===== src/core/bplf_pkg.sv =====
/*
  Shared constants for the biphase line framing block: bit rates, symbol
  timing in oversample ticks, sequence lengths and protocol modes.
  Assumes a 25 MHz reference clock and eight oversample ticks per bit.
*/
package bplf_pkg;
  localparam int unsigned REF_CLK_HZ    = 25000000;
  localparam int unsigned COAX_BIT_HZ   = 2358700;
  localparam int unsigned TWINAX_BIT_HZ = 1000000;
  localparam int unsigned OVERSAMPLE    = 8;
  localparam int          NCO_W         = 24;
  localparam logic [NCO_W-1:0] NCO_INC_COAX =
    NCO_W'((64'(COAX_BIT_HZ) * 64'(OVERSAMPLE) << NCO_W) / 64'(REF_CLK_HZ));
  localparam logic [NCO_W-1:0] NCO_INC_TWINAX =
    NCO_W'((64'(TWINAX_BIT_HZ) * 64'(OVERSAMPLE) << NCO_W) / 64'(REF_CLK_HZ));

  typedef enum logic [1:0] {
    MODE_COAX   = 2'h0,
    MODE_MUX    = 2'h1,
    MODE_TWINAX = 2'h2,
    MODE_GP8    = 2'h3
  } bplf_mode_t;

  localparam logic [4:0] HALF_TICKS    = 5'h04;
  localparam logic [4:0] BIT_TICKS     = 5'h08;
  localparam logic [4:0] CV_HALF_TICKS = 5'h0c;
  localparam logic [4:0] CV_TICKS      = 5'h18;
  localparam logic [4:0] END_TICKS     = 5'h18;
  localparam logic [4:0] MCV_START     = 5'h08;
  localparam logic [7:0] QUIESCE_BITS  = 8'h05;
  localparam logic [7:0] FILL_MIN      = 8'h03;
  localparam logic [7:0] FILL_LAST     = 8'h03;
  localparam logic [7:0] FRAME_LAST    = 8'h08;
  localparam logic [5:0] RX_WIN_LO     = 6'h06;
  localparam logic [5:0] RX_WIN_HI     = 6'h0a;
  localparam logic [5:0] RX_SYNC_LO    = 6'h0e;
  localparam logic [5:0] RX_SYNC_HI    = 6'h12;
  localparam logic [5:0] RX_CV_MIN     = 6'h0a;
  localparam logic [5:0] RX_CNT_MAX    = 6'h3f;
  localparam logic [2:0] RX_DATA_LAST  = 3'h7;
endpackage : bplf_pkg


===== src/core/bplf_framing.sv =====
/*
  Biphase line framing: transmit sequencer and receive decoder for the coax,
  multiplexed coax, twinax and general 8-bit modes, with a transmit FIFO.
  Assumes a 25 MHz reference clock, a static mode while a message is on the
  line, and an external line driver that releases the wire on line_oe_n high.
*/
// Notes on behaviour
// Coax modes run at 2.3587 MHz.
// Twinax mode runs at 1 MHz.
// Multiplexed coax sends eight-bit address frame first.
// Coax: rising centre is one, falling zero.
// Twinax: falling centre is one, rising zero.
// Start violation: low 1.5 bits, high 1.5.
// Twinax start violation uses inverted levels.
// Coax ends: zero, rising edge, two mini-violations.
// Twinax frames separated by zero fill bits.
// Twinax transmitter holds line after the message.
// General mode: 8-bit frames, optional address filtering.
// Holding registers are first-in first-out.
// Mini-violation: whole bit high, not twinax.
// Five quiesce ones, violation, then sync bit.
// Every frame starts with a sync one.
// Serial logic ticks at eight times bit rate.
// Receiver realigns on centres, detects missing centres.
`timescale 1ns/1ps
`default_nettype none
module bplf_framing #(
  parameter int         DATA_W     = 8,
  parameter int         FIFO_DEPTH = 8,
  parameter logic [7:0] HOLD_BITS  = 8'h10
) (
  input  wire logic              ref_clk,
  input  wire logic              nrst,
  input  wire logic [1:0]        mode,
  input  wire logic              tx_start,
  input  wire logic [7:0]        tx_addr,
  input  wire logic [7:0]        fill_bits,
  input  wire logic [DATA_W-1:0] tx_data,
  input  wire logic              tx_valid,
  output logic                   tx_ready,
  output logic                   tx_busy,
  input  wire logic              line_i,
  output logic                   line_o,
  output logic                   line_oe_n,
  input  wire logic [7:0]        rx_addr,
  input  wire logic              rx_promisc,
  output logic [7:0]             rx_data,
  output logic                   rx_valid,
  output logic                   rx_is_addr,
  output logic [2:0]             rx_port,
  output logic                   rx_err,
  output logic                   rx_active
);
  typedef enum logic [6:0] {
    TX_IDLE = 7'h01, TX_QUIESCE = 7'h02, TX_VIOL = 7'h04, TX_FRAME = 7'h08,
    TX_FILL = 7'h10, TX_END = 7'h20, TX_HOLD = 7'h40
  } bplf_tx_t;
  typedef enum logic [2:0] {RX_HUNT = 3'h1, RX_CV = 3'h2, RX_BITS = 3'h4} bplf_rx_t;

  // Biphase half-bit level: the second half carries the bit, polarity by mode.
  function automatic logic enc(input logic b, input logic inv, input logic [4:0] ph);
    return (ph < bplf_pkg::HALF_TICKS) ? ~(b ^ inv) : (b ^ inv);
  endfunction : enc

  function automatic logic twinax(input logic [1:0] m);
    return m == bplf_pkg::MODE_TWINAX;
  endfunction : twinax

  bplf_tx_t              tx_st;
  logic [1:0]            m;
  logic [4:0]            ph;
  logic [7:0]            bit_cnt;
  logic [8:0]            shreg;
  logic                  last_fill;
  logic [bplf_pkg::NCO_W-1:0] nco;
  logic [DATA_W-1:0]     fifo_data;
  logic                  fifo_valid;

  // The oversample tick is a phase accumulator, so both rates come from one clock.
  wire [1:0] rate_mode = (tx_st == TX_IDLE) ? mode : m;
  wire [bplf_pkg::NCO_W-1:0] inc = twinax(rate_mode) ? bplf_pkg::NCO_INC_TWINAX
                                                      : bplf_pkg::NCO_INC_COAX;
  wire [bplf_pkg::NCO_W:0] nco_sum = {1'b0, nco} + {1'b0, inc};
  wire tick = nco_sum[bplf_pkg::NCO_W];

  wire inv       = twinax(m);
  wire addr_mode = (m == bplf_pkg::MODE_MUX) || (m == bplf_pkg::MODE_GP8);
  wire [4:0] sym_len = (tx_st == TX_VIOL || tx_st == TX_END) ? bplf_pkg::CV_TICKS
                                                             : bplf_pkg::BIT_TICKS;
  wire sym_done  = tick && (ph == sym_len - 5'h01);
  wire [7:0] fill_gap = (fill_bits < bplf_pkg::FILL_MIN) ? bplf_pkg::FILL_MIN : fill_bits;
  wire [7:0] fill_tgt = last_fill ? bplf_pkg::FILL_LAST : fill_gap;
  wire fill_end  = (tx_st == TX_FILL) && (bit_cnt == fill_tgt - 8'h01);
  wire frame_end = (tx_st == TX_FRAME) && (bit_cnt == bplf_pkg::FRAME_LAST);
  wire use_addr  = (tx_st == TX_VIOL) && addr_mode;
  wire load_frame = sym_done && ((tx_st == TX_VIOL) || (fill_end && !last_fill) ||
                                 (frame_end && fifo_valid && !inv));
  wire fifo_pop  = load_frame && !use_addr;
  wire [7:0] frame_src = use_addr ? tx_addr : 8'(fifo_data);

  bplf_fifo #(.WIDTH(DATA_W), .DEPTH(FIFO_DEPTH)) u_fifo (
    .ref_clk   (ref_clk),
    .nrst      (nrst),
    .in_data   (tx_data),
    .in_valid  (tx_valid),
    .in_ready  (tx_ready),
    .out_data  (fifo_data),
    .out_valid (fifo_valid),
    .out_ready (fifo_pop)
  );

  logic     next_level;
  bplf_tx_t next_tx_st;
  always_comb begin
    unique case (tx_st)
      TX_QUIESCE: next_level = enc(1'b1, inv, ph);
      TX_FRAME:   next_level = enc(shreg[0], inv, ph);
      TX_FILL:    next_level = enc(1'b0, inv, ph);
      TX_VIOL:    next_level = (ph < bplf_pkg::CV_HALF_TICKS) ? inv : ~inv;
      TX_END:     next_level = (ph < bplf_pkg::MCV_START) ? enc(1'b0, inv, ph) : 1'b1;
      TX_HOLD:    next_level = 1'b1;
      default:    next_level = 1'b0;
    endcase
    next_tx_st = tx_st;
    case (tx_st)
      TX_IDLE:    if (tx_start && fifo_valid) next_tx_st = TX_QUIESCE;
      TX_QUIESCE: if (sym_done && bit_cnt == bplf_pkg::QUIESCE_BITS - 8'h01) next_tx_st = TX_VIOL;
      TX_VIOL:    if (sym_done) next_tx_st = TX_FRAME;
      TX_FRAME: begin
        if (sym_done && frame_end) begin
          next_tx_st = inv ? TX_FILL : (fifo_valid ? TX_FRAME : TX_END);
        end
      end
      TX_FILL:    if (sym_done && fill_end) next_tx_st = last_fill ? TX_HOLD : TX_FRAME;
      TX_END:     if (sym_done) next_tx_st = TX_IDLE;
      TX_HOLD:    if (sym_done && bit_cnt == HOLD_BITS - 8'h01) next_tx_st = TX_IDLE;
      default:    next_tx_st = TX_IDLE;
    endcase
  end

  always_ff @(posedge ref_clk or negedge nrst) begin
    if (!nrst) begin
      nco <= '0;
      ph  <= 5'h00;
    end else begin
      nco <= nco_sum[bplf_pkg::NCO_W-1:0];
      ph  <= (tx_st != next_tx_st || sym_done || tx_st == TX_IDLE) ? 5'h00
           : (tick ? ph + 5'h01 : ph);
    end
  end

  always_ff @(posedge ref_clk or negedge nrst) begin
    if (!nrst) begin
      tx_st     <= TX_IDLE;
      m         <= bplf_pkg::MODE_COAX;
      bit_cnt   <= 8'h00;
      shreg     <= 9'h000;
      last_fill <= 1'b0;
    end else begin
      tx_st <= next_tx_st;
      if (tx_st == TX_IDLE) begin
        m <= mode;
      end
      if (load_frame) begin
        shreg <= {frame_src, 1'b1};
      end else if (sym_done && tx_st == TX_FRAME) begin
        shreg <= {1'b0, shreg[8:1]};
      end
      if (sym_done && frame_end) begin
        last_fill <= !fifo_valid;
      end
      bit_cnt <= (tx_st != next_tx_st || load_frame) ? 8'h00
               : (sym_done ? bit_cnt + 8'h01 : bit_cnt);
    end
  end

  always_ff @(posedge ref_clk or negedge nrst) begin
    if (!nrst) begin
      line_o    <= 1'b0;
      line_oe_n <= 1'b1;
      tx_busy   <= 1'b0;
    end else begin
      line_o    <= next_level;
      line_oe_n <= tx_st == TX_IDLE;
      tx_busy   <= next_tx_st != TX_IDLE;
    end
  end

  // Receive side. The line is asynchronous, so it passes three flops first.
  logic       s1, s2, s3, lvl;
  bplf_rx_t   rx_st;
  logic [5:0] cnt;
  logic [2:0] bitn;
  logic       in_frame;
  logic       first;
  logic       drop;
  logic [7:0] rsh;

  wire rinv    = twinax(mode);
  wire rx_edge = (s2 == s3) && (s3 != lvl);
  wire rbit    = s3 ^ rinv;
  wire in_win  = (cnt >= bplf_pkg::RX_WIN_LO) && (cnt <= bplf_pkg::RX_WIN_HI);
  wire in_sync = (cnt >= bplf_pkg::RX_SYNC_LO) && (cnt <= bplf_pkg::RX_SYNC_HI);
  wire rx_to   = (rx_st == RX_BITS && cnt > bplf_pkg::RX_WIN_HI) ||
                 (rx_st == RX_CV && cnt > bplf_pkg::RX_SYNC_HI);
  wire centre  = rx_edge && ((rx_st == RX_BITS && in_win) || (rx_st == RX_CV && in_sync));
  wire cv_seen = rx_st == RX_HUNT && rx_edge && cnt >= bplf_pkg::RX_CV_MIN && lvl == rinv;
  wire word_done = centre && in_frame && bitn == bplf_pkg::RX_DATA_LAST;
  wire [7:0] word = {rbit, rsh[7:1]};
  wire rx_addr_mode = (mode == bplf_pkg::MODE_MUX) || (mode == bplf_pkg::MODE_GP8);
  wire addr_word = first && rx_addr_mode;
  wire reject = addr_word && mode == bplf_pkg::MODE_GP8 && !rx_promisc && word != rx_addr;

  always_ff @(posedge ref_clk or negedge nrst) begin
    if (!nrst) begin
      s1  <= 1'b0;
      s2  <= 1'b0;
      s3  <= 1'b0;
      lvl <= 1'b0;
    end else begin
      s1  <= line_i;
      s2  <= s1;
      s3  <= s2;
      lvl <= (s2 == s3) ? s3 : lvl;
    end
  end

  always_ff @(posedge ref_clk or negedge nrst) begin
    if (!nrst) begin
      rx_st    <= RX_HUNT;
      cnt      <= 6'h00;
      bitn     <= 3'h0;
      in_frame <= 1'b0;
      first    <= 1'b0;
      drop     <= 1'b0;
      rsh      <= 8'h00;
    end else begin
      if (rx_edge && (rx_st == RX_HUNT || centre)) begin
        cnt <= 6'h00;
      end else if (tick && cnt != bplf_pkg::RX_CNT_MAX) begin
        cnt <= cnt + 6'h01;
      end
      if (cv_seen) begin
        rx_st <= RX_CV;
      end else if (rx_to || (rx_st == RX_CV && centre && !rbit)) begin
        rx_st <= RX_HUNT;
      end else if (centre) begin
        rx_st <= RX_BITS;
      end
      if (cv_seen) begin
        first    <= 1'b1;
        drop     <= 1'b0;
        in_frame <= 1'b0;
      end else if (centre && !in_frame) begin
        in_frame <= rbit;
        bitn     <= 3'h0;
      end else if (centre) begin
        rsh      <= word;
        bitn     <= bitn + 3'h1;
        in_frame <= !word_done;
        first    <= word_done ? 1'b0 : first;
        drop     <= (word_done && reject) ? 1'b1 : drop;
      end
    end
  end

  always_ff @(posedge ref_clk or negedge nrst) begin
    if (!nrst) begin
      rx_data    <= 8'h00;
      rx_valid   <= 1'b0;
      rx_is_addr <= 1'b0;
      rx_port    <= 3'h0;
      rx_err     <= 1'b0;
      rx_active  <= 1'b0;
    end else begin
      rx_valid   <= word_done && !drop && !reject;
      rx_data    <= word_done ? word : rx_data;
      rx_is_addr <= word_done ? addr_word : rx_is_addr;
      rx_port    <= (word_done && addr_word) ? word[2:0] : rx_port;
      rx_err     <= (rx_to && in_frame) || (rx_st == RX_CV && centre && !rbit);
      rx_active  <= rx_st != RX_HUNT;
    end
  end
endmodule : bplf_framing
`default_nettype wire


===== src/core/bplf_fifo.sv =====
/*
  Transmit holding FIFO with registered full and empty flags.
  Assumes one clock and an active low asynchronous reset.
*/
`timescale 1ns/1ps
`default_nettype none
module bplf_fifo #(
  parameter int WIDTH = 8,
  parameter int DEPTH = 8
) (
  input  wire logic             ref_clk,
  input  wire logic             nrst,
  input  wire logic [WIDTH-1:0] in_data,
  input  wire logic             in_valid,
  output logic                  in_ready,
  output logic [WIDTH-1:0]      out_data,
  output logic                  out_valid,
  input  wire logic             out_ready
);
  localparam int AW = $clog2(DEPTH);
  localparam int CW = $clog2(DEPTH + 1);

  logic [WIDTH-1:0] mem [DEPTH];
  logic [AW-1:0]    wr_ptr;
  logic [AW-1:0]    rd_ptr;
  logic [CW-1:0]    count;

  wire wr = in_valid && in_ready;
  wire rd = out_valid && out_ready;
  wire [CW-1:0] next_count = count + CW'(wr) - CW'(rd);

  assign out_data = mem[rd_ptr];

  always_ff @(posedge ref_clk) begin
    if (wr) begin
      mem[wr_ptr] <= in_data;
    end
  end

  // Words leave in the order they arrived.
  always_ff @(posedge ref_clk or negedge nrst) begin
    if (!nrst) begin
      wr_ptr    <= '0;
      rd_ptr    <= '0;
      count     <= '0;
      in_ready  <= 1'b1;
      out_valid <= 1'b0;
    end else begin
      wr_ptr    <= wr ? AW'((wr_ptr + 1'b1) % DEPTH) : wr_ptr;
      rd_ptr    <= rd ? AW'((rd_ptr + 1'b1) % DEPTH) : rd_ptr;
      count     <= next_count;
      in_ready  <= next_count != CW'(DEPTH);
      out_valid <= next_count != '0;
    end
  end
endmodule : bplf_fifo
`default_nettype wire


===== config.mk =====
export PLATFORM = sky130hd
export DESIGN_NAME = bplf_framing
export DESIGN_NICKNAME = d
export VERILOG_FILES = /design/src/core/bplf_pkg.sv /design/src/core/bplf_framing.sv /design/src/core/bplf_fifo.sv
export SDC_FILE = /design/constraint.sdc
export NUM_CORES = 1
export LEC_CHECK = 0
export BUFFER_PORTS_ARGS = -buffer_cell sky130_fd_sc_hd__buf_2
export CORE_MARGIN = 1
export CORE_UTILIZATION = 55
export DETAILED_ROUTE_END_ITERATION = 12
export GPL_TIMING_DRIVEN = 0
export PLACE_DENSITY = 0.73
export SETUP_SLACK_MARGIN = 0.02
export SLEW_MARGIN = 40
export SYNTH_ARGS = -nofsm -noshare
export SYNTH_HDL_FRONTEND = slang
export SYNTH_SLANG_ARGS = --single-unit

===== constraint.sdc =====
create_clock -name ref_clk -period 7.2 [get_ports ref_clk]
set_clock_uncertainty 0.05 [all_clocks]
set_input_delay 1.08 -clock ref_clk [delete_from_list [all_inputs] [get_ports ref_clk]]
set_output_delay 1.08 -clock ref_clk [all_outputs]
set_load 0.01 [all_outputs]

## Word level (Yosys, flattened, before mapping)

Memory sizes are Yosys's and may differ from the RTL's.
Index checks and enable logic that the tools add are counted.

- Reductions and logical operators: 82
- $lt $le $gt $ge: 11
- Bitwise gates (word level): 6
- Mux-type cells: 49
- Add/subtract/negate cells: 11
- Equal/unequal tests: 33

Operators with widths:

| cell | number |
|---|---|
| $mux 7 | 8 |
| $pmux 7 s7 | 1 |
| $logic_and 1x1->1 | 44 |
| $mux 8 | 5 |
| $add 24x24->25 | 1 |
| $mux 24 | 1 |
| $mux 6 | 4 |
| $mux 1 | 18 |
| $mux 9 | 2 |
| $eq 8x4->1 const B | 2 |
| $reduce_bool 2->1 | 8 |
| $mux 3 | 5 |
| $mux 5 | 3 |
| $logic_or 1x1->1 | 13 |
| $ge 6x4->1 const B | 2 |
| $eq 2x2->1 const B | 5 |
| $logic_not 1->1 | 10 |
| $lt 5x4->1 const B | 2 |
| $add 3x1->3 const B | 3 |
| $reduce_and 3->1 | 3 |
| $add 8x1->8 const B | 1 |
| $eq 8x3->1 const B | 1 |
| $eq 8x8->1 | 1 |
| $lt 8x2->1 const B | 1 |
| 40 further kinds | 48 |

- Logic and storage cells: 225
- Register bits: 113
- Memories kept: 1
- Output and inout bits: 19
- Bits in writable memories: 64
- Bits of input ports: 40

Memory list:

| memory | depth | width | read ports | clocked after Yosys merged registers in | wr ports | RTL line | text |
|---|---|---|---|---|---|---|---|
| u_fifo.mem | 8 | 8 | 1 | 0 | 1 | bplf_fifo.sv:23 | `logic [WIDTH-1:0] mem [DEPTH];` |

## Logic depth before layout (Yosys ltp)

Gate-level depths: netlist of the first run.

- Depth after elaboration: 14
- Mapped depth: 27
- Gate-level depth less buffers: 24

## By module

From an unflattened synthesis of the first run, not the netlist that was laid out.

- Cell total of the unflattened synthesis: 761
- Area, all modules: 8993.6 um^2

Modules (own cells, without submodules):

| module | sequential area each (um^2) | cells an instance | area each (um^2) | instances |
|---|---|---|---|---|
| bplf_framing | 2506.2 | 610 | 5891.9 | 1 |
| bplf_fifo | 2223.4 | 151 | 3101.7 | 1 |

## Worst setup path after synthesis of the first run

Ideal clock, no wire load.

- Kind: input-to-reg
- From: in fill_bits[3]
- To: reg u_fifo.out_valid
- Data required time: 7024 ps
- Path slack: 1752 ps
- Setup time: 126 ps
- Arrival time: 5272 ps
- Stages: 24
- Buffers on the path: 4
- Path through: buf_6 -> or3_1 -> buf_6 -> o21ai_2 -> inv_1 -> ha_1 -> buf_2 -> xnor2_1 -> and2_1 -> o311ai_0 -> o311ai_0 -> nor4_1 -> nor3_2 -> buf_6 -> nor2_1 -> and3_1 -> ha_1 -> inv_1 -> ha_1 -> inv_1 -> fa_1 -> inv_1 -> nor3_1 -> nand2b_1

- Cells in the longest elaborated chain, start to end: 14

Ends and longest elaborated chain:

| what | RTL line | text |
|---|---|---|
| start: declaration | bplf_framing.sv:37 | `input wire logic [7:0] fill_bits,` |
| $lt 8x2->1 | bplf_framing.sv:91 | `wire [7:0] fill_gap = (fill_bits < bplf_pkg::FILL_MIN) ? bplf_pkg::FILL_MIN : fill_bits;` |
| $mux 8 * | bplf_framing.sv:91 |  |
| $mux 8 * | bplf_framing.sv:92 | `wire [7:0] fill_tgt = last_fill ? bplf_pkg::FILL_LAST : fill_gap;` |
| $sub 8x1->8 * | bplf_framing.sv:93 | `wire fill_end = (tx_st == TX_FILL) && (bit_cnt == fill_tgt - 8'h01);` |
| $eq 8x8->1 * | bplf_framing.sv:93 |  |
| $logic_and 1x1->1 * | bplf_framing.sv:93 |  |
| $logic_and 1x1->1 * | bplf_framing.sv:96 | `wire load_frame = sym_done && ((tx_st == TX_VIOL) \|\| (fill_end && !last_fill) \|\|` |
| $logic_or 1x1->1 * (2 in series) | bplf_framing.sv:96 |  |
| $logic_and 1x1->1 * | bplf_framing.sv:96 |  |
| $logic_and 1x1->1 * | bplf_framing.sv:98 | `wire fifo_pop = load_frame && !use_addr;` |
| $logic_and 1x1->1 * | bplf_fifo.sv:29 | `wire rd = out_valid && out_ready;` |
| net u_fifo.rd | bplf_fifo.sv:29 |  |
| $sub 4x1->4 * | bplf_fifo.sv:30 | `wire [CW-1:0] next_count = count + CW'(wr) - CW'(rd);` |
| net u_fifo.next_count[1] | bplf_fifo.sv:30 |  |
| $reduce_bool 4->1 * | bplf_fifo.sv:53 | `out_valid <= next_count != '0;` |
| end signal: assignment | bplf_fifo.sv:47 | `out_valid <= 1'b0;` |
| end signal: assignment | bplf_fifo.sv:53 |  |
| end: declaration | bplf_fifo.sv:17 | `output logic out_valid,` |

The timed path passes the listed nets; every way through them passes the cells marked *.
A chain may end at the register's enable or synchronous reset.

## Worst setup path in the final report of the first run

- From: reg tx_st[4]
- To: reg u_fifo.out_valid

- Cells in the longest elaborated chain, start to end: 11
- Elaborated cells between the ends (all ways): 28
- Classes of those cells: add/sub (3); eq/ne (7); mux (3); reduce/logical (15)

Ends and longest elaborated chain:

| what | RTL line | text |
|---|---|---|
| start: declaration | bplf_framing.sv:69 | `bplf_tx_t tx_st;` |
| start signal: assignment | bplf_framing.sv:160 | `tx_st <= next_tx_st;` |
| $eq 7x1->1, or another cell as far along | bplf_framing.sv:80 | `wire [1:0] rate_mode = (tx_st == TX_IDLE) ? mode : m;` |
| $mux 2 / $logic_or 1x1->1 (equally long branches) | - |  |
| $eq 2x2->1 / $mux 5 (equally long branches) | bplf_framing.sv:66, bplf_framing.sv:88 |  |
| $mux 24 / $sub 5x1->5 (equally long branches) | bplf_framing.sv:81, bplf_framing.sv:90 |  |
| $add 24x24->25 / $eq 5x5->1 (equally long branches) | bplf_framing.sv:83, bplf_framing.sv:90 |  |
| $logic_and 1x1->1 | bplf_framing.sv:90 | `wire sym_done = tick && (ph == sym_len - 5'h01);` |
| $logic_and 1x1->1 | bplf_framing.sv:96 |  |
| $logic_and 1x1->1 * | bplf_framing.sv:98 |  |
| $logic_and 1x1->1 * | bplf_fifo.sv:29 |  |
| net u_fifo.rd | bplf_fifo.sv:29 |  |
| $sub 4x1->4 * | bplf_fifo.sv:30 |  |
| net u_fifo.next_count[1] | bplf_fifo.sv:30 |  |
| $reduce_bool 4->1 * | bplf_fifo.sv:53 |  |

Marked as above.

==> impl_metrics.xml, run 1 <==
<?xml version="1.0" encoding="UTF-8"?>
<metrics>
  <group name="layout">
    <metric name="drive_gt1_frac" unit="">0.204</metric>
    <metric name="leading_cell_types_in_the_layout_fill_and_taps_excluded" unit="">dfrtp_1 (108), nand2_1 (64), buf_2 (64), edfxtp_1 (64), nor2_1 (55)</metric>
    <metric name="diodes" unit="">0</metric>
    <metric name="num-nets-final" unit="">932</metric>
    <metric name="most_common_cell_after_layout_fill_and_taps_aside" unit="">dfrtp_1</metric>
    <metric name="finalNonFillerCells" unit="">1097</metric>
    <metric name="area_delta_synth_final" unit="%">14.0</metric>
  </group>
  <group name="setup_path">
    <metric name="critical_path_sink_type" unit="">flop</metric>
    <metric name="critPathMaxFanout" unit="">10</metric>
    <metric name="worst_r2r_path_depth" unit="">26</metric>
    <metric name="timing.critical_path.required" unit="ps">7460</metric>
    <metric name="timing.rr.start" unit="">tx_st[4]</metric>
    <metric name="cp-start-kind" unit="">flop</metric>
    <metric name="setup.worst_path.class" unit="">reg -&gt; reg</metric>
    <metric name="crit_start" unit="">tx_st[4]</metric>
    <metric name="worst-endpoint-arrival" unit="ps">6800</metric>
  </group>
  <group name="route">
    <metric name="met2WireLength" unit="µm">10100</metric>
    <metric name="vias" unit="">6513</metric>
    <metric name="vias_per_cell" unit="">5.94</metric>
    <metric name="drt_pass1_iterations" unit="">5</metric>
    <metric name="routed-wl-met3" unit="µm">773</metric>
    <metric name="detail_route.drc_violations" unit="">0</metric>
    <metric name="dr.first_iter.drc_count" unit="">399</metric>
    <metric name="highest_layer" unit="">met4</metric>
    <metric name="avgRoutedWirePerCell" unit="µm">18.0</metric>
    <metric name="ant_nets" unit="">0</metric>
    <metric name="wl" unit="µm">19800</metric>
    <metric name="routedLengthMet1" unit="µm">8620</metric>
  </group>
  <group name="outcome">
    <metric name="status" unit="">finished, final reports clean</metric>
  </group>
  <group name="clock_tree">
    <metric name="cts_num_sinks" unit="">176</metric>
    <metric name="clk_pin_slew" unit="ps">70</metric>
    <metric name="ctsRootBufferMaster" unit="">clkbuf_16</metric>
    <metric name="ctsHoldBuffers" unit="">0</metric>
    <metric name="clock_latency" unit="ps">430</metric>
    <metric name="cts_resized" unit="">0</metric>
    <metric name="post-cts-setup-buffer-count" unit="">0</metric>
    <metric name="cts_inserted_buffers" unit="">17</metric>
    <metric name="clk_path_buf_depth" unit="">2</metric>
    <metric name="cts_tree" unit="">built</metric>
    <metric name="cts-htree-levels" unit="">4</metric>
  </group>
  <group name="logic_synthesis">
    <metric name="ys_types" unit="">79</metric>
    <metric name="ys_async_sr_fraction" unit="">0.636</metric>
    <metric name="synth-warning-count" unit="">0</metric>
    <metric name="mappedNetlistNets" unit="">851</metric>
    <metric name="number_of_enable_type_register_cells_in_the_synthesized_netlist" unit="">64</metric>
    <metric name="syn_inst" unit="">787</metric>
    <metric name="postSynthAreaPerCell" unit="µm²">11.4</metric>
    <metric name="synth.cell_area" unit="µm²">8980</metric>
    <metric name="post-synth-top-area-fraction" unit="">0.301</metric>
    <metric name="synthDominantAreaCellType" unit="">dfrtp_1</metric>
    <metric name="synth_ff_type" unit="">dfrtp_1</metric>
    <metric name="synth_area_leaders" unit="">dfrtp_1 (30%), edfxtp_1 (21%), mux4_2 (4.0%)</metric>
    <metric name="ys_seq_area_frac" unit="">0.527</metric>
    <metric name="synth-seq-cells" unit="">176</metric>
  </group>
  <group name="floorplanning">
    <metric name="die_height" unit="µm">130</metric>
    <metric name="floorplan.rows" unit="">46</metric>
    <metric name="top_level_ports" unit="">59</metric>
    <metric name="placeableCoreArea" unit="µm²">15900</metric>
    <metric name="floorplan.die_area" unit="µm²">16800</metric>
    <metric name="floorplan.initialDensity" unit="">0.565</metric>
    <metric name="die_w" unit="µm">130</metric>
  </group>
  <group name="min_path">
    <metric name="timing.hold.worst.start" unit="">s1</metric>
    <metric name="worstHoldPathCells" unit="">0</metric>
    <metric name="hp-class" unit="">reg -&gt; reg</metric>
  </group>
  <group name="sta">
    <metric name="grt_setup_unrepaired" unit="">false</metric>
    <metric name="min_period_over_period" unit="">0.908</metric>
    <metric name="worstMarginPinSlew" unit="ps">801</metric>
    <metric name="clock.fmax" unit="GHz">0.153</metric>
    <metric name="final.setup.tns" unit="ps">0</metric>
    <metric name="final-max-slew-violation-count" unit="">0</metric>
    <metric name="timing.final.setup_violations" unit="">0</metric>
    <metric name="timing.final.hold_violations" unit="">0</metric>
    <metric name="relSlewSlack" unit="">0.463</metric>
    <metric name="final_period_minus_worst_setup_slack" unit="ps">6540</metric>
  </group>
  <group name="placement">
    <metric name="dp_hpwl" unit="µm">14100</metric>
    <metric name="io_port_bufs" unit="">56</metric>
    <metric name="dp.cells" unit="">1065</metric>
    <metric name="place_congestion" unit="">0.862</metric>
  </group>
  <group name="grt">
    <metric name="globalRouteTotalUtil" unit="">0.247</metric>
    <metric name="globalRoute.totalOverflow" unit="">0</metric>
    <metric name="grt_antenna_before_repair" unit="">0</metric>
    <metric name="via_count_of_the_first_global_routing_pass" unit="">6338</metric>
    <metric name="grt_start_max_net_pins" unit="">76</metric>
    <metric name="grt_pass1_wl" unit="µm">31700</metric>
  </group>
  <group name="power_and_ir_drop">
    <metric name="power.leakage" unit="nW">4.24</metric>
    <metric name="ir_drop" unit="V">0.000234</metric>
    <metric name="p_per_area" unit="nW/µm²">329</metric>
  </group>
  <group name="flow_run">
    <metric name="timing.max_cap.violations" unit="">0</metric>
  </group>
</metrics>
-- path summary, 6_finish.rpt --
kind	end	slack (ps)
max	u_fifo.out_valid	660
min	s2	320
max reg2reg	u_fifo.out_valid	660
min reg2reg	s2	320
max in group asynchronous	rx_st[0]	5950
min in group asynchronous	last_fill	470
-- critical path: stages, from the launching register on --
cell	delay, ps
dfrtp_1	370
clkbuf_1	200
nor4_1	580
and3_1	240
clkbuf_1	380
mux2i_1	290
nand2_1	160
inv_1	260
ha_1	240
inv_1	60
fa_1	390
nand2b_1	180
a311oi_2	170
o21ai_1	420
a31o_2	340
nand2_1	90
clkbuf_1	250
nor2_1	220
and3_1	180
ha_1	230
inv_1	60
ha_1	150
inv_1	50
fa_1	470
inv_1	60
nor3_1	230
nand2b_1	90
-- sequential cells by signal (all words and copies together) (netlist names), 4 cells and up --
signal	count
cnt	6
tx_st	7
ph	5
rx_data	8
u_fifo.mem	64
bit_cnt	8
rsh	7
u_fifo.count	4
nco	24
shreg	9
-- report_power, final --
group | switching (W) | internal, W | total (W)
Combinational | 0.000615 | 0.000433 | 0.00105
Clock | 0.000442 | 0.000500 | 0.000942
Sequential | 0.000132 | 0.00125 | 0.00138
Total | 0.00119 | 0.00218 | 0.00337
-- cell families after synthesis --
logic type	Yosys count	synth area share
AND/OR/NAND/NOR	256	0.145
flip-flops	176	0.527
AO/OA/AOI/OAI	144	0.112
buffers and inverters	73	0.0348
XOR/XNOR	58	0.0574
multiplexers	55	0.0875
adder cells (fa/ha/maj)	25	0.0362
-- final cells by class --
| type | count | area [µm²] |
|---|---|---|
| repair buffers | 62 | 350 |
| plain buffers | 37 | 179 |
| multi-input cells | 538 | 3970 |
| flip-flops and latches | 176 | 4730 |
| fillers | 1183 | 5640 |
| well taps | 216 | 270 |
| inverters | 36 | 135 |
| clock inverters | 15 | 180 |
| clock buffers | 17 | 425 |
-- metal layers --
layer / up-vias / track usage
li1: 3053 / -
met1: 3267 / 0.326
met2: 171 / 0.416
met3: 22 / 0.0369
met4: 0 / 0.0903
met5: - / 0
-- synth_stat cells, drive strengths merged (3+ instances only) --
| cell | instances |
|---|---|
| nor2b | 9 |
| nor3b | 4 |
| and2 | 9 |
| nor2 | 58 |
| dfrtp | 108 |
| a31oi | 13 |
| mux2i | 17 |
| nand2 | 64 |
| mux2 | 22 |
| clkbuf | 23 |
| nand2b | 9 |
| a211oi | 17 |
| nand3b | 3 |
| nand4 | 14 |
| o21a | 3 |
| o21ai | 28 |
| a311oi | 5 |
| mux4 | 16 |
| dfstp | 4 |
| a31o | 3 |
| edfxtp | 64 |
| or2 | 4 |
| ha | 22 |
| a21o | 7 |
| or3 | 4 |
| o311ai | 3 |
| nor3 | 26 |
| xor2 | 20 |
| nand3 | 19 |
| inv | 36 |
| a21oi | 31 |
| and3 | 10 |
| o22ai | 5 |
| buf | 14 |
| xnor2 | 38 |
| nor4 | 11 |
| a22oi | 3 |
| o31ai | 4 |
-- per-stage QoR --
stage | utilization | hold slack, ps | instance area [µm²] | power (W) | setup WS (ps)
floorplan | - | 281 | 8980 | 0.00215 | 1750
global placement | 0.600 | 282 | 9530 | 0.00234 | 921
detailed placement | 0.606 | 296 | 9630 | 0.00244 | 703
CTS | 0.644 | 312 | 10200 | 0.00339 | 692
global route | 0.645 | 327 | 10200 | 0.00357 | 203
finish | 0.645 | 317 | 10200 | 0.00337 | 659
No activity file was read; power rests on OpenSTA's default activity.
==> run 2, diff against run 1 <==
ABC_AREA = 1   (was not set)
==> impl_metrics.xml, run 2 <==
<?xml version="1.0" encoding="UTF-8"?>
<metrics>
  <group name="min_path">
    <metric name="worstHoldPathCells" unit="">0</metric>
    <metric name="hp-class" unit="">reg -&gt; reg</metric>
    <metric name="hold_end" unit="">s2</metric>
    <metric name="timing.hold.worst.start" unit="">s1</metric>
  </group>
  <group name="logic_synthesis">
    <metric name="yosys-top-cells-count" unit="">nand2_1 (195), inv_1 (133), nor2_1 (125)</metric>
    <metric name="synthDominantAreaCellType" unit="">dfrtp_1</metric>
    <metric name="most_numerous_cell_in_the_yosys_netlist" unit="">nand2_1</metric>
    <metric name="syn_inst" unit="">1008</metric>
    <metric name="ys_types" unit="">47</metric>
    <metric name="number_of_enable_type_register_cells_in_the_synthesized_netlist" unit="">64</metric>
    <metric name="ys_seq_area_frac" unit="">0.531</metric>
    <metric name="synth_ff_type" unit="">dfrtp_1</metric>
    <metric name="post-synth-top-area-fraction" unit="">0.303</metric>
    <metric name="synth_area_leaders" unit="">dfrtp_1 (30%), edfxtp_1 (22%), nand2_1 (8.2%)</metric>
    <metric name="synth-seq-cells" unit="">176</metric>
    <metric name="mappedNetlistNets" unit="">1072</metric>
    <metric name="postSynthAreaPerCell" unit="µm²">8.84</metric>
    <metric name="synth.cell_area" unit="µm²">8910</metric>
    <metric name="ys_async_sr_fraction" unit="">0.636</metric>
    <metric name="synth-warning-count" unit="">0</metric>
  </group>
  <group name="power_and_ir_drop">
    <metric name="p_per_area" unit="nW/µm²">325</metric>
    <metric name="internal_power" unit="W">0.00208</metric>
    <metric name="power.clock.fraction" unit="">0.281</metric>
    <metric name="ir_drop" unit="V">0.000202</metric>
    <metric name="netSwitchingFraction" unit="">0.368</metric>
    <metric name="total_switching_power" unit="W">0.00121</metric>
    <metric name="power.leakage" unit="nW">4.79</metric>
    <metric name="pwr-share-seq" unit="">0.411</metric>
    <metric name="comb_power_share" unit="">0.308</metric>
  </group>
  <group name="floorplanning">
    <metric name="placeableCoreArea" unit="µm²">15800</metric>
    <metric name="floorplan.rows" unit="">46</metric>
    <metric name="die_w" unit="µm">129</metric>
    <metric name="floorplan.die_area" unit="µm²">16700</metric>
    <metric name="die_height" unit="µm">129</metric>
    <metric name="floorplan.initialDensity" unit="">0.563</metric>
    <metric name="top_level_ports" unit="">59</metric>
  </group>
  <group name="setup_path">
    <metric name="cp.buffers_inverters" unit="">7</metric>
    <metric name="critical_path.slowest_cell" unit="">nor2_1</metric>
    <metric name="critical-path-top-delay-family" unit="">simple AND/OR/NAND/NOR gates</metric>
    <metric name="destination_of_the_worst_register_to_register_timing_path" unit="">u_fifo.out_valid</metric>
    <metric name="worst_path_largest_cell_delay" unit="ps">510</metric>
    <metric name="timing.rr.start" unit="">tx_st[6]</metric>
    <metric name="timing.critical_path.required" unit="ps">7450</metric>
    <metric name="critical_path_sink_type" unit="">flop</metric>
    <metric name="cp-start-kind" unit="">flop</metric>
    <metric name="cp_num_cells" unit="">27</metric>
    <metric name="worst_r2r_path_depth" unit="">27</metric>
    <metric name="critPathMaxFanout" unit="">10</metric>
    <metric name="worst-endpoint-arrival" unit="ps">6190</metric>
    <metric name="setup.worst_path.class" unit="">reg -&gt; reg</metric>
    <metric name="reg2reg_slack" unit="ps">1270</metric>
  </group>
  <group name="clock_tree">
    <metric name="cts-htree-levels" unit="">4</metric>
    <metric name="ctsRootBufferMaster" unit="">clkbuf_16</metric>
    <metric name="clock_latency" unit="ps">430</metric>
    <metric name="ctsHoldBuffers" unit="">0</metric>
    <metric name="cts_num_sinks" unit="">176</metric>
    <metric name="cts_inserted_buffers" unit="">17</metric>
    <metric name="cts_tree" unit="">built</metric>
    <metric name="clk_path_buf_depth" unit="">2</metric>
    <metric name="post-cts-setup-buffer-count" unit="">0</metric>
    <metric name="cts_resized" unit="">0</metric>
    <metric name="clk_pin_slew" unit="ps">70</metric>
  </group>
  <group name="layout">
    <metric name="utilization" unit="">0.640</metric>
    <metric name="diodes" unit="">0</metric>
    <metric name="multi_input_area" unit="µm²">3580</metric>
    <metric name="most_common_cell_after_layout_fill_and_taps_aside" unit="">nand2_1</metric>
    <metric name="largest_register_ff_count" unit="">64</metric>
    <metric name="fillers" unit="">1299</metric>
    <metric name="leading_cell_types_in_the_layout_fill_and_taps_excluded" unit="">nand2_1 (195), inv_1 (133), nor2_1 (119)</metric>
    <metric name="sequential_area" unit="µm²">4730</metric>
    <metric name="num-nets-final" unit="">1150</metric>
    <metric name="reg.largest.list" unit="">u_fifo.mem (64), nco (24), shreg (9)</metric>
    <metric name="drive_gt1_frac" unit="">0.121</metric>
    <metric name="largest-register" unit="">u_fifo.mem</metric>
    <metric name="area_delta_synth_final" unit="%">13.7</metric>
  </group>
  <group name="grt">
    <metric name="globalRoute.totalOverflow" unit="">0</metric>
    <metric name="grt_util_met3" unit="">0.0475</metric>
    <metric name="grt.busiest_layer" unit="">met2</metric>
    <metric name="grt_pass1_wl" unit="µm">31100</metric>
    <metric name="globalRouteTotalUtil" unit="">0.240</metric>
    <metric name="grt_start_max_net_pins" unit="">67</metric>
    <metric name="via_count_of_the_first_global_routing_pass" unit="">6725</metric>
    <metric name="grtUsageMet1" unit="">0.311</metric>
    <metric name="grt_antenna_before_repair" unit="">0</metric>
    <metric name="grt.met2_usage" unit="">0.404</metric>
  </group>
  <group name="sta">
    <metric name="timing.final.hold_violations" unit="">0</metric>
    <metric name="min_period_over_period" unit="">0.824</metric>
    <metric name="grt_setup_unrepaired" unit="">false</metric>
    <metric name="final.setup.tns" unit="ps">0</metric>
    <metric name="worstMarginPinSlew" unit="ps">844</metric>
    <metric name="timing.final.setup_violations" unit="">0</metric>
    <metric name="final_period_minus_worst_setup_slack" unit="ps">5930</metric>
    <metric name="clock.fmax" unit="GHz">0.169</metric>
    <metric name="relSlewSlack" unit="">0.435</metric>
    <metric name="final-max-slew-violation-count" unit="">0</metric>
  </group>
  <group name="placement">
    <metric name="place_congestion" unit="">0.908</metric>
    <metric name="io_port_bufs" unit="">58</metric>
    <metric name="dp_hpwl" unit="µm">13000</metric>
  </group>
  <group name="route">
    <metric name="ant_nets" unit="">0</metric>
    <metric name="drt_pass1_iterations" unit="">5</metric>
    <metric name="wl" unit="µm">18500</metric>
    <metric name="dr.first_iter.drc_count" unit="">437</metric>
    <metric name="vias" unit="">7065</metric>
    <metric name="vias_per_cell" unit="">5.37</metric>
    <metric name="detail_route.drc_violations" unit="">0</metric>
    <metric name="avgRoutedWirePerCell" unit="µm">14.1</metric>
  </group>
  <group name="flow_run">
    <metric name="timing.max_cap.violations" unit="">0</metric>
  </group>
  <group name="outcome">
    <metric name="status" unit="">finished, final reports clean</metric>
  </group>
</metrics>
==> run 2: worst max-delay path by stage <==
stage | start | to | slack [ps]
after floorplan | mode[1] | u_fifo.out_valid | 2270
after global placement | mode[1] | u_fifo.out_valid | 1380
after detailed placement | mode[1] | u_fifo.out_valid | 1250
after CTS | tx_st[4] | u_fifo.out_valid | 1260
after global routing | tx_st[4] | u_fifo.out_valid | 660
final | tx_st[6] | u_fifo.out_valid | 1270
==> run 2: kinds of logic (layout without fill, tap and decap cells) <==
logic type,count (synthesis),after routing,synth area share
simple gates,435,435,0.212
xor+xnor,51,51,0.0501
compound gates,163,163,0.102
flops,176,176,0.531
buf+inv,158,249,0.0687
mux,1,1,0.00112
fa+ha+maj,24,24,0.0354
==> run 2: layout make-up <==
class	instances	share of cell area
Sequential cell	176	0.467
Tap cell	216	0.0267
Clock buffer	17	0.0420
Clock inverter	15	0.0178
Timing Repair Buffer	59	0.0324
Inverter	139	0.0515
Buffer	19	0.00889
Multi-Input combinational cell	674	0.354
==> run 2: routing by layer <==
layer | up-vias | routed length, µm
met5 | - | 0
met4 | 0 | 313
met3 | 25 | 933
met2 | 221 | 8910
met1 | 3316 | 8390
li1 | 3503 | -
==> run 2: power by group through the flow <==
| stage | Combinational (W) | Clock [W] | Sequential (W) |
|---|---|---|---|
| 2_1_floorplan | 0.000766 | 0 | 0.00135 |
| 3_3_place_gp | 0.000963 | 0 | 0.00137 |
| 3_5_place_dp | 0.000999 | 0 | 0.00137 |
| 4_1_cts | 0.00101 | 0.000935 | 0.00135 |
| 5_1_grt | 0.00117 | 0.000980 | 0.00138 |
| 6_report | 0.00101 | 0.000923 | 0.00135 |
==> run 2: through the flow <==
step                      power (W)  hold slack (ps)  worst slack (ps)  std cells  area [µm²]
final                       0.00329              303              1270       1315       10100
after global routing        0.00352              312               658       1315       10100
after CTS                   0.00330              303              1260       1315       10100
after detailed placement    0.00237              286              1250       1283        9510
after global placement      0.00233              287              1380       1282        9470
after floorplan             0.00211              281              2270       1008        8910
==> run 3, diff against run 2 <==
clock period = 5.7 ns   (was 7.2 ns; I/O delays follow)
==> impl_metrics.xml, run 3 (synthesized netlist as in run 2, its figures left out) <==
<?xml version="1.0" encoding="UTF-8"?>
<metrics>
  <group name="clock_tree">
    <metric name="cts-htree-levels" unit="">4</metric>
    <metric name="cts_tree" unit="">built</metric>
    <metric name="clock_latency" unit="ps">430</metric>
    <metric name="cts_num_sinks" unit="">176</metric>
    <metric name="clk_pin_slew" unit="ps">70</metric>
    <metric name="clk_path_buf_depth" unit="">2</metric>
    <metric name="cts_inserted_buffers" unit="">17</metric>
    <metric name="ctsRootBufferMaster" unit="">clkbuf_16</metric>
  </group>
  <group name="layout">
    <metric name="num-nets-final" unit="">1158</metric>
    <metric name="area_delta_synth_final" unit="%">14.5</metric>
    <metric name="most_common_cell_after_layout_fill_and_taps_aside" unit="">nand2_1</metric>
    <metric name="leading_cell_types_in_the_layout_fill_and_taps_excluded" unit="">nand2_1 (195), inv_1 (133), nor2_1 (118)</metric>
    <metric name="largest_register_ff_count" unit="">64</metric>
    <metric name="fillers" unit="">1288</metric>
    <metric name="largest-register" unit="">u_fifo.mem</metric>
    <metric name="drive_gt1_frac" unit="">0.128</metric>
    <metric name="diodes" unit="">0</metric>
    <metric name="reg.largest.list" unit="">u_fifo.mem (64), nco (24), shreg (9)</metric>
    <metric name="utilization" unit="">0.645</metric>
  </group>
  <group name="route">
    <metric name="avgRoutedWirePerCell" unit="µm">14.1</metric>
    <metric name="met2WireLength" unit="µm">8950</metric>
    <metric name="dr.first_iter.drc_count" unit="">418</metric>
    <metric name="vias_per_cell" unit="">5.32</metric>
    <metric name="detail_route.drc_violations" unit="">0</metric>
    <metric name="wl" unit="µm">18700</metric>
    <metric name="ant_nets" unit="">0</metric>
    <metric name="routedLengthMet1" unit="µm">8650</metric>
    <metric name="drt_pass1_iterations" unit="">5</metric>
    <metric name="routed-wl-met3" unit="µm">825</metric>
    <metric name="highest_layer" unit="">met4</metric>
    <metric name="vias" unit="">7037</metric>
  </group>
  <group name="setup_path">
    <metric name="cpMostUsedCell" unit="">nand2_1</metric>
    <metric name="setup.worst_path.class" unit="">reg -&gt; reg</metric>
    <metric name="reg2reg_slack" unit="ps">500</metric>
    <metric name="critical_path_sink_type" unit="">flop</metric>
    <metric name="worst_r2r_path_depth" unit="">26</metric>
    <metric name="timing.critical_path.required" unit="ps">5960</metric>
    <metric name="worst_path_largest_cell_delay" unit="ps">490</metric>
    <metric name="cp.buffers_inverters" unit="">7</metric>
    <metric name="cp_num_cells" unit="">26</metric>
    <metric name="destination_of_the_worst_register_to_register_timing_path" unit="">u_fifo.out_valid</metric>
    <metric name="critPathMaxFanout" unit="">10</metric>
    <metric name="critical-path-top-delay-family" unit="">simple AND/OR/NAND/NOR gates</metric>
    <metric name="cp-start-kind" unit="">flop</metric>
    <metric name="critical_path.slowest_cell" unit="">fa_1</metric>
    <metric name="timing.rr.start" unit="">tx_st[6]</metric>
    <metric name="worst-endpoint-arrival" unit="ps">5460</metric>
  </group>
  <group name="grt">
    <metric name="via_count_of_the_first_global_routing_pass" unit="">6737</metric>
    <metric name="grt_start_max_net_pins" unit="">67</metric>
    <metric name="globalRoute.totalOverflow" unit="">0</metric>
    <metric name="grt_antenna_before_repair" unit="">0</metric>
    <metric name="globalRouteTotalUtil" unit="">0.241</metric>
    <metric name="grt_pass1_wl" unit="µm">31100</metric>
  </group>
  <group name="floorplanning">
    <metric name="placeableCoreArea" unit="µm²">15800</metric>
    <metric name="top_level_ports" unit="">59</metric>
    <metric name="floorplan.die_area" unit="µm²">16700</metric>
    <metric name="floorplan.rows" unit="">46</metric>
    <metric name="floorplan.initialDensity" unit="">0.563</metric>
    <metric name="die_w" unit="µm">129</metric>
    <metric name="die_height" unit="µm">129</metric>
  </group>
  <group name="sta">
    <metric name="final-max-slew-violation-count" unit="">0</metric>
    <metric name="timing.final.setup_violations" unit="">0</metric>
    <metric name="timing.final.hold_violations" unit="">0</metric>
    <metric name="worstMarginPinSlew" unit="ps">849</metric>
    <metric name="final_period_minus_worst_setup_slack" unit="ps">5200</metric>
    <metric name="relSlewSlack" unit="">0.432</metric>
    <metric name="min_period_over_period" unit="">0.913</metric>
    <metric name="clock.fmax" unit="GHz">0.192</metric>
    <metric name="final.setup.worst_slack" unit="ps">498</metric>
    <metric name="grt_setup_unrepaired" unit="">false</metric>
  </group>
  <group name="flow_run">
    <metric name="timing.max_cap.violations" unit="">0</metric>
  </group>
  <group name="placement">
    <metric name="place_congestion" unit="">0.908</metric>
    <metric name="dp_hpwl" unit="µm">13000</metric>
    <metric name="io_port_bufs" unit="">58</metric>
    <metric name="dp_slack" unit="ps">-192</metric>
  </group>
  <group name="outcome">
    <metric name="status" unit="">finished, final reports clean</metric>
  </group>
  <group name="power_and_ir_drop">
    <metric name="p_per_area" unit="nW/µm²">413</metric>
    <metric name="ir_drop" unit="V">0.000256</metric>
    <metric name="power.leakage" unit="nW">4.84</metric>
  </group>
  <group name="min_path">
    <metric name="hp-class" unit="">in -&gt; async</metric>
  </group>
</metrics>
==> run 3: cell types whose count changed in the layout (fill, tap and decap cells not counted) <==
cell     delta
nor2_4      +1
nor2_1      -1
o21ai_1     +2
nand3_2     -1
nand3_4     +1
buf_4       +8
o21ai_0     -2
==> run 3: routing by layer <==
layer,vias to the layer above,global-route usage
li1,3522,-
met1,3304,0.312
met2,186,0.405
met3,25,0.0475
met4,0,0.0837
met5,-,0
==> run 3: power breakdown <==
group	internal [W]	switching, W
registers	0.00157	0.000139
logic	0.000498	0.000836
clock network	0.000595	0.000572
total	0.00266	0.00155
==> run 3: worst max-delay path by stage <==
| stage | startpoint | to | slack (ps) |
|---|---|---|---|
| 2_1_floorplan | tx_st[4] | u_fifo.out_valid | 940 |
| 3_3_place_gp | tx_st[4] | u_fifo.out_valid | -20 |
| 6_report | tx_st[6] | u_fifo.out_valid | 500 |
| 4_1_cts | tx_st[4] | u_fifo.out_valid | 190 |
| 5_1_grt | tx_st[4] | u_fifo.out_valid | 60 |
| 3_5_place_dp | tx_st[4] | u_fifo.out_valid | -190 |
==> run 3: area by class of cell <==
| class | instances | area [µm²] | share of cell area |
|---|---|---|---|
| Sequential cell | 176 | 4730 | 0.463 |
| Multi-Input combinational cell | 674 | 3600 | 0.353 |
| Inverter | 139 | 522 | 0.0511 |
| Clock buffer | 17 | 425 | 0.0417 |
| Timing Repair Buffer | 67 | 388 | 0.0380 |
| Tap cell | 216 | 270 | 0.0265 |
| Clock inverter | 15 | 180 | 0.0177 |
| Buffer | 19 | 90.1 | 0.00883 |
==> run 3: timing repair <==
action | CTS | global route
setup endpoints to repair | 2 | 2
pin swaps | 1 | 2
gates cloned | 0 | 0
hold buffers | 0 | 0
setup buffers | 2 | 6
gates resized for setup | 1 | 4
==> run 3: per-stage QoR <==
| stage | setup TNS (ps) | power, W | hold slack, ps | area, µm² | cells |
|---|---|---|---|---|---|
| floorplan | 0 | 0.00267 | 281 | 8910 | 1008 |
| global placement | -15.6 | 0.00294 | 287 | 9470 | 1282 |
| detailed placement | -302 | 0.00299 | 286 | 9510 | 1283 |
| CTS | 0 | 0.00418 | 271 | 10100 | 1317 |
| global route | 0 | 0.00450 | 284 | 10200 | 1323 |
| finish | 0 | 0.00421 | 270 | 10200 | 1323 |
